File: src/adcsr_pkg.sv
// package of constants for the id and status register bank
// assumes a 32-bit avalon-mm slave with word addressing by index
package adcsr_pkg;

  // ----------------------------------------------------------------
  // register indices (byte address is four times the index)
  // ----------------------------------------------------------------
  localparam logic [3:0] IDX_DEVICE_IDENTIFICATION = 4'h0;
  localparam logic [3:0] IDX_DEVICE_STATUS = 4'h1;
  localparam logic [3:0] IDX_MODE_CONTROL = 4'h2;
  localparam logic [3:0] IDX_IRQ_STATUS = 4'h3;
  localparam logic [3:0] IDX_IRQ_MASK = 4'h4;
  localparam logic [3:0] IDX_EVENT_CONTROL = 4'h5;

  // ----------------------------------------------------------------
  // identification fields
  // ----------------------------------------------------------------
  localparam int ID_UPPER_POS = 12;
  localparam int ID_CHAN_COUNT_POS = 8;
  localparam logic [3:0] ID_UPPER_VAL = 4'h5; // arbitrary value
  localparam logic [7:0] ID_LOW_VAL = 8'h3c; // arbitrary value
  localparam logic [3:0] CHAN_COUNT = 4'h8;

  // ----------------------------------------------------------------
  // status fields
  // ----------------------------------------------------------------
  localparam int ST_LOCK = 15;
  localparam int ST_RESYNC = 14;
  localparam int ST_REGMAP = 13;
  localparam int ST_CRCERR = 12;
  localparam int ST_CRCTYPE = 11;
  localparam int ST_RESET = 10;
  localparam int ST_WLEN_POS = 8;
  localparam logic [15:0] STATUS_RESET = 16'h0500;

  // ----------------------------------------------------------------
  // mode control fields and reset values
  // ----------------------------------------------------------------
  localparam int MD_CRCTYPE = 11;
  localparam int MD_RESET = 10;
  localparam int MD_WLEN_POS = 8;
  localparam logic [1:0] WLEN_RESET = 2'h1;
  localparam logic CRCTYPE_RESET = 1'b0;

  // ----------------------------------------------------------------
  // interrupt status bits
  // ----------------------------------------------------------------
  localparam int IRQ_RESYNC = 0;
  localparam int IRQ_REGMAP = 1;
  localparam int IRQ_CRCERR = 2;
  localparam int IRQ_NEWDATA = 3;
  localparam int IRQ_WIDTH = 4;

  // ----------------------------------------------------------------
  // event control: write one to clear sticky status flags
  // ----------------------------------------------------------------
  localparam int EV_CLR_RESYNC = 0;
  localparam int EV_CLR_REGMAP = 1;
  localparam int EV_CLR_CRCERR = 2;

endpackage

File: src/adcsr_sync.sv
// two-flop synchroniser for a vector of levels
// assumes inputs come from outside the ref_clk domain
module adcsr_sync #(
  parameter int WIDTH = 1
) (
  input wire logic ref_clk,
  input wire logic rst,
  input wire logic [WIDTH-1:0] async_in,
  output logic [WIDTH-1:0] sync_out
);

  logic [WIDTH-1:0] meta_q;

  // ----------------------------------------------------------------
  // two stages, the first read by the second only
  // ----------------------------------------------------------------
  always_ff @(posedge ref_clk) begin
    if (rst) begin
      meta_q <= '0;
      sync_out <= '0;
    end else begin
      meta_q <= async_in;
      sync_out <= meta_q;
    end
  end

endmodule

File: src/adcsr_flags.sv
// sticky event flags: set by a pulse, cleared by a clear strobe
// assumes pulses and clears are in the ref_clk domain
module adcsr_flags #(
  parameter int WIDTH = 1
) (
  input wire logic ref_clk,
  input wire logic rst,
  input wire logic [WIDTH-1:0] set_pulse,
  input wire logic [WIDTH-1:0] clr_pulse,
  output logic [WIDTH-1:0] flag_q
);

  logic [WIDTH-1:0] flag_d;

  // set wins over a clear in the same cycle
  assign flag_d = (flag_q & ~clr_pulse) | set_pulse;

  // ----------------------------------------------------------------
  // flag storage
  // ----------------------------------------------------------------
  always_ff @(posedge ref_clk) begin
    if (rst) begin
      flag_q <= '0;
    end else begin
      flag_q <= flag_d;
    end
  end

endmodule

File: src/adcsr_regs.sv
// id and status register bank of an eight-channel converter
// assumes an avalon-mm master on ref_clk and asynchronous event inputs
// ----------------------------------------------------------------
// Summary of operation
// - id word: channel count, opaque low byte
// - id word at index zero, read only
// - status at index one, resets 0500
// - bit 15 shows serial lock level
// - bit 14 set on each resync
// - bit 13 set on register checksum change
// - bit 12 set on input frame checksum error
// - bit 11 shows checksum polynomial type
// - bit 10 reset-occurred flag, set at reset
// - bits 9:8 show data word length
// - bits 7:0 per-channel new-data flags
//
// Chosen here: the Avalon-MM slave port.
module adcsr_regs #(
  parameter int NUM_CHAN = 8
) (
  input wire logic ref_clk,
  input wire logic rst,
  input wire logic [3:0] avs_address,
  input wire logic avs_read,
  input wire logic avs_write,
  input wire logic [31:0] avs_writedata,
  input wire logic [3:0] avs_byteenable,
  output logic [31:0] avs_readdata,
  output logic avs_waitrequest,
  output logic avs_response_err,
  input wire logic serial_lock_in,
  input wire logic converter_resync_in,
  input wire logic regmap_crc_change_in,
  input wire logic frame_crc_error_in,
  input wire logic [NUM_CHAN-1:0] new_sample_in,
  input wire logic [NUM_CHAN-1:0] sample_taken_in,
  output logic [1:0] sample_word_size,
  output logic crc_type_ansi,
  output logic irq
);

  typedef enum logic [1:0] {
    ADCSR_IDLE = 2'b01,
    ADCSR_DONE = 2'b10
  } adcsr_bus_t;

  adcsr_bus_t bus_q;
  adcsr_bus_t bus_d;
  logic [31:0] rdata_q;
  logic [31:0] rdata_d;
  logic err_q;
  logic err_d;
  logic [1:0] wlen_q;
  logic crctype_q;
  logic rstflag_q;
  logic [adcsr_pkg::IRQ_WIDTH-1:0] imask_q;
  logic [adcsr_pkg::IRQ_WIDTH-1:0] istat_q;
  logic [adcsr_pkg::IRQ_WIDTH-1:0] istat_d;
  logic [2:0] ev_s;
  logic [2:0] ev_prev_q;
  logic [2:0] ev_rise;
  logic lock_s;
  logic [NUM_CHAN-1:0] nd_s;
  logic [NUM_CHAN-1:0] nd_prev_q;
  logic [NUM_CHAN-1:0] tk_s;
  logic [NUM_CHAN-1:0] tk_prev_q;
  logic [NUM_CHAN-1:0] nd_flags;
  logic [2:0] sticky;
  logic [2:0] sticky_clr;
  logic [15:0] id_word;
  logic [15:0] status_word;
  logic [15:0] mode_word;

  // byte-lane merge for a 16-bit register
  function automatic logic [15:0] merge16(input logic [15:0] old,
                                          input logic [31:0] wd,
                                          input logic [3:0] be);
    merge16 = {be[1] ? wd[15:8] : old[15:8], be[0] ? wd[7:0] : old[7:0]};
  endfunction

  // ----------------------------------------------------------------
  // input synchronisers
  // ----------------------------------------------------------------
  // event lines: 0 resync, 1 register map change, 2 frame error
  adcsr_sync #(.WIDTH(4)) u_sync_ev (
    .ref_clk(ref_clk),
    .rst(rst),
    .async_in({serial_lock_in, frame_crc_error_in, regmap_crc_change_in,
               converter_resync_in}),
    .sync_out({lock_s, ev_s})
  );

  adcsr_sync #(.WIDTH(2 * NUM_CHAN)) u_sync_nd (
    .ref_clk(ref_clk),
    .rst(rst),
    .async_in({sample_taken_in, new_sample_in}),
    .sync_out({tk_s, nd_s})
  );

  // rising edges of the synchronised event lines
  assign ev_rise = ev_s & ~ev_prev_q;

  // ----------------------------------------------------------------
  // sticky flags: resync, register map change, frame error, new data
  // ----------------------------------------------------------------
  adcsr_flags #(.WIDTH(3)) u_evflags (
    .ref_clk(ref_clk),
    .rst(rst),
    .set_pulse(ev_rise),
    .clr_pulse(sticky_clr),
    .flag_q(sticky)
  );

  // new data set on edge, cleared when the sample has been taken
  adcsr_flags #(.WIDTH(NUM_CHAN)) u_ndflags (
    .ref_clk(ref_clk),
    .rst(rst),
    .set_pulse(nd_s & ~nd_prev_q),
    .clr_pulse(tk_s & ~tk_prev_q),
    .flag_q(nd_flags)
  );

  // ----------------------------------------------------------------
  // bus decode
  // ----------------------------------------------------------------
  wire req = (avs_read | avs_write) && bus_q == ADCSR_IDLE;
  wire wr_go = avs_write && bus_q == ADCSR_IDLE;
  wire rd_go = avs_read && bus_q == ADCSR_IDLE;
  wire hit_id = avs_address == adcsr_pkg::IDX_DEVICE_IDENTIFICATION;
  wire hit_st = avs_address == adcsr_pkg::IDX_DEVICE_STATUS;
  wire hit_md = avs_address == adcsr_pkg::IDX_MODE_CONTROL;
  wire hit_is = avs_address == adcsr_pkg::IDX_IRQ_STATUS;
  wire hit_im = avs_address == adcsr_pkg::IDX_IRQ_MASK;
  wire hit_ev = avs_address == adcsr_pkg::IDX_EVENT_CONTROL;
  wire mapped = hit_id | hit_st | hit_md | hit_is | hit_im | hit_ev;
  wire wr_md = wr_go && hit_md;
  wire wr_im = wr_go && hit_im;
  wire wr_ev = wr_go && hit_ev;
  wire rd_is = rd_go && hit_is;
  wire [15:0] md_new = merge16(mode_word, avs_writedata, avs_byteenable);

  // sticky clears by write-one to the event control register
  assign sticky_clr = wr_ev && avs_byteenable[0] ?
                      avs_writedata[2:0] : 3'h0;

  // ----------------------------------------------------------------
  // register words
  // ----------------------------------------------------------------
  // fixed id word, channel count in 11:8
  assign id_word = {adcsr_pkg::ID_UPPER_VAL, adcsr_pkg::CHAN_COUNT,
                    adcsr_pkg::ID_LOW_VAL};

  // status word, type and length mirrored from mode control
  // bit 14 resync, bit 13 register map change, bit 12 frame error
  assign status_word = {lock_s, sticky[0], sticky[1], sticky[2],
                        crctype_q, rstflag_q, wlen_q,
                        nd_flags};
  assign mode_word = {4'h0, crctype_q, rstflag_q, wlen_q, 8'h00};

  // read mux
  assign rdata_d = !mapped ? 32'h0 :
                   hit_id ? {16'h0, id_word} :
                   hit_st ? {16'h0, status_word} :
                   hit_md ? {16'h0, mode_word} :
                   hit_is ? {28'h0, istat_q} :
                   hit_im ? {28'h0, imask_q} : 32'h0;

  // one wait cycle per access, error on unmapped address
  assign bus_d = req ? ADCSR_DONE : ADCSR_IDLE;
  assign err_d = req && !mapped;

  // ----------------------------------------------------------------
  // bus handshake state
  // ----------------------------------------------------------------
  always_ff @(posedge ref_clk) begin
    if (rst) begin
      bus_q <= ADCSR_IDLE;
      rdata_q <= 32'h0;
      err_q <= 1'b0;
    end else begin
      case (bus_q)
        ADCSR_IDLE: bus_q <= bus_d;
        ADCSR_DONE: bus_q <= ADCSR_IDLE;
        default: bus_q <= ADCSR_IDLE;
      endcase
      rdata_q <= rd_go ? rdata_d : rdata_q;
      err_q <= err_d;
    end
  end

  assign avs_waitrequest = (avs_read | avs_write) && bus_q != ADCSR_DONE;
  assign avs_readdata = rdata_q;
  assign avs_response_err = err_q;

  // ----------------------------------------------------------------
  // mode control: word length, checksum type, reset flag
  // ----------------------------------------------------------------
  always_ff @(posedge ref_clk) begin
    if (rst) begin
      wlen_q <= adcsr_pkg::WLEN_RESET;
      crctype_q <= adcsr_pkg::CRCTYPE_RESET;
      rstflag_q <= 1'b1;
    end else if (wr_md) begin
      wlen_q <= md_new[adcsr_pkg::MD_WLEN_POS +: 2];
      crctype_q <= md_new[adcsr_pkg::MD_CRCTYPE];
      // writing zero clears, writing one leaves it set
      rstflag_q <= rstflag_q & md_new[adcsr_pkg::MD_RESET];
    end
  end

  assign sample_word_size = wlen_q;
  assign crc_type_ansi = crctype_q;

  // ----------------------------------------------------------------
  // interrupt status, cleared by a read, and mask, loaded by a write
  // ----------------------------------------------------------------
  assign istat_d = (rd_is ? '0 : istat_q) |
                   {|(nd_s & ~nd_prev_q), ev_rise};

  always_ff @(posedge ref_clk) begin
    if (rst) begin
      istat_q <= '0;
      imask_q <= '0;
      ev_prev_q <= 3'h0;
      nd_prev_q <= '0;
      tk_prev_q <= '0;
    end else begin
      istat_q <= istat_d;
      if (wr_im && avs_byteenable[0]) begin
        imask_q <= avs_writedata[adcsr_pkg::IRQ_WIDTH-1:0];
      end
      ev_prev_q <= ev_s;
      nd_prev_q <= nd_s;
      tk_prev_q <= tk_s;
    end
  end

  assign irq = |(istat_q & imask_q);

endmodule

File: config.mk
export PLATFORM = sky130hd
export DESIGN_NAME = adcsr_regs
export DESIGN_NICKNAME = d
export VERILOG_FILES = /design/src/adcsr_pkg.sv /design/src/adcsr_sync.sv /design/src/adcsr_flags.sv /design/src/adcsr_regs.sv
export SDC_FILE = /design/constraint.sdc
export NUM_CORES = 1
export LEC_CHECK = 0
export ABC_AREA = 1
export BUFFER_PORTS_ARGS = -buffer_cell sky130_fd_sc_hd__buf_2
export CAP_MARGIN = 20
export CORE_UTILIZATION = 40
export DETAILED_ROUTE_END_ITERATION = 12
export GPL_ROUTABILITY_DRIVEN = 0
export SKIP_CTS_REPAIR_TIMING = 1
export SLEW_MARGIN = 0
export SYNTH_ARGS = -nofsm -noshare
export SYNTH_HDL_FRONTEND = slang
export SYNTH_SLANG_ARGS = --single-unit
File: constraint.sdc
create_clock -name ref_clk -period 1.2 [get_ports ref_clk]
set_input_delay 0.06 -clock ref_clk [delete_from_list [all_inputs] [get_ports ref_clk]]
set_output_delay 0.06 -clock ref_clk [all_outputs]
set_load 0.01 [all_outputs]
==> results_dict.tcl <==
set metrics [dict create \
    crit_type "reg -> reg" \
    path_cells "inv_2, nand2_4, nor2_4, nand2_1, nor2_4, nand2_1, a21oi_2" \
    route.detailed.drc 0 \
    synth_top_area_cell "dfxtp_1" \
    finalSetupTns_ns 0 \
    ys_ff_latch 101 \
    yosys_warnings 0 \
    drive_above_1_share_pct 21.65 \
    antenna_left 0 \
    grt_use_total_pct 13.95 \
    fmax_ghz 0.8828 \
    clk_pin_slew_ns 0.10 \
    grt_pass1_vias 2371 \
    r2r_cells 7 \
    antenna_found_initial 0 \
    antenna_cells 0 \
    power.leakage_nw 2.070 \
    drt_iter0_markers 103 \
    clock_skew_ns 0.01039 \
    routedWlPerCell_um 9.943 \
    clock_sinks 101 \
    clock-root-buffer "clkbuf_8" \
    maxCapViolations 0 \
    boundaryPins 102 \
    fillers 838 \
    dr.pass1.iters 6 \
    fp.dieH_um 96.70 \
    outcome "finished clean" \
    rsz0062_at_grt "yes" \
    syn_area_per_cell_um2 8.043 \
    hold_start "avs_byteenable[1]" \
    hpwl_um 4486 \
    min_path_cells 4 \
    hp-class "in -> reg" \
    die_w_um 96.70 \
    cts_buffer_depth 2 \
    cts_tree "yes" \
    crit_arrival_ns 1.44 \
    fin_crit_sh_pct 94.40 \
    crit_fanout 4 \
    ir_drop_mv 0.7324 \
    post_drt_via_cell_ratio 4.266 \
    r2r-start "bus_q[1]" \
    fp.coreArea_mm2 0.008721 \
    dieArea_mm2 0.009351 \
    startpoint "bus_q[1]" \
    cp-start-kind "flop" \
    final_hold_viol_count 0 \
    crit_slowest_cell "dfxtp_2" \
    synth.yosys.seq_area_share_pct 56.37 \
    synth_top_area_share_pct 56.37 \
    initial_core_util_pct 41.13 \
    io_buffers 59 \
    h-tree-depth 3 \
    drv_slew 0 \
    grt_first_pass_wirelength_um 10470 \
    vias 2786 \
    syn_to_final_growth_pct 25.25 \
    syn_area_mm2 0.003587 \
    grt_overflow 0 \
    wirelength_um 6493 \
    grt_start_max_net_pins 50 \
    syn_inst 446 \
    setup_viol 0 \
    power_density_mw_per_mm2 1349 \
    min_period_ns 1.133 \
    numCtsBuffers 9 \
    rows 34 \
    netlist_top_cells_area "dfxtp_1 (56%), nor2_1 (8.5%), inv_1 (7.8%)" \
    multi_input_area_mm2 0.001136 \
    worstSetupEndpointType "flop" \
    seq_area_mm2 0.002024 \
    holdWs_ns 0.09103 \
    finalNetCount 604 \
    worstPathRequired_ns 1.50 \
    clk_latency_ns 0.36 \
    yosys.cell_types.count 28 \
    slowest_delay_ns 0.33 \
]
critical path, delay by kind of cell, from the launching register on:
kind / cells / cell delay [ns]
compound gates: 1 / 0.12
buf+inv: 1 / 0.07
flops: 1 / 0.33
simple gates: 5 / 0.56
cell type report:
cell class,count,share of cell area [%]
multi-input cells,245,25.29
clock inverters,5,0.7797
well taps,108,3.008
inverters,85,7.157
repair buffers,98,15.34
clock buffers,11,3.370
flip-flops and latches,101,45.06
synth_stat cells, drive strengths merged:
| cell | instances |
|---|---|
| inv | 85 |
| o211ai | 1 |
| nor3 | 4 |
| o21a | 1 |
| o2111ai | 4 |
| nand4 | 5 |
| or2 | 3 |
| dfxtp | 101 |
| a21oi | 32 |
| nand3 | 14 |
| nand2 | 60 |
| buf | 26 |
| a31oi | 1 |
| clkbuf | 4 |
| nor2 | 86 |
| o21ai | 18 |
| conb | 1 |
cells by family (layout without fill, tap and decap cells):
group           Yosys count  after routing  share of synthesized area (%)
compound gates           57             57                          9.069
buf+inv                 115            199                          14.30
flops                   101            101                          56.37
other cells               1             16                         0.1045
simple gates            172            172                          20.16
registers in the layout (all words and copies together) (netlist names):
name and cells:
crc_type_ansi 1, u_sync_nd.meta_q 16, nd_prev_q 8, ev_prev_q 3
u_ndflags.flag_q 8, rstflag_q 1, u_sync_ev.meta_q 4, imask_q 4
bus_q 2, avs_response_err 1, u_sync_nd.sync_out 16, u_sync_ev.sync_out 4
avs_readdata 16, u_evflags.flag_q 3, tk_prev_q 8, sample_word_size 2
istat_q 4
metal layers:
layer / track usage [%] / up-vias / wire (um)
met5: 0 / - / 0
met2: 22.48 / 62 / 2941
li1: - / 1501 / -
met1: 17.97 / 1217 / 3205
met3: 4.263 / 6 / 283
met4: 4.133 / 0 / 63
path summary, 6_finish.rpt:
path,slack (ns),to
worst min-delay path,0.09,rstflag_q
worst max register to register,0.07,avs_readdata[9]
worst max-delay path,0.07,avs_readdata[9]
worst min register to register,0.40,u_sync_nd.sync_out[0]
cell usage in the layout (no fill, tap or decap), types with 10 or more instances in the layout:
cell | netlist | layout
dfxtp_1 | 101 | 99
nor2_1 | 81 | 80
inv_1 | 75 | 74
buf_2 | 5 | 59
nand2_1 | 59 | 57
dlygate4sd3_1 | 0 | 29
a21oi_1 | 28 | 27
conb_1 | 1 | 16
nand3_1 | 14 | 14
clkbuf_8 | 0 | 11
inv_2 | 10 | 10
o21ai_0 | 10 | 10
power breakdown:
part	internal, mW	leakage [nW]	switching, mW
Combinational	0.250	1.15	0.310
Sequential	3.48	0.827	0.0482
Clock	0.868	0.0953	1.11
Total	4.59	2.07	1.47
stage by stage:
stage                     util, %  instance area, um2  std cells  setup slack, ns  power (mW)
after CTS                   47.69                4159        623         -0.05730       6.024
final                       51.52                4493        653          0.06725       6.062
after floorplan                 -                3643        461           0.1229       3.926
after global placement      45.55                3973        607         0.008196       4.059
after global routing        51.52                4493        653         -0.03900       6.349
after detailed placement    45.55                3973        607         -0.02823       4.069
Note: power is estimated with default switching activity, not from simulation.
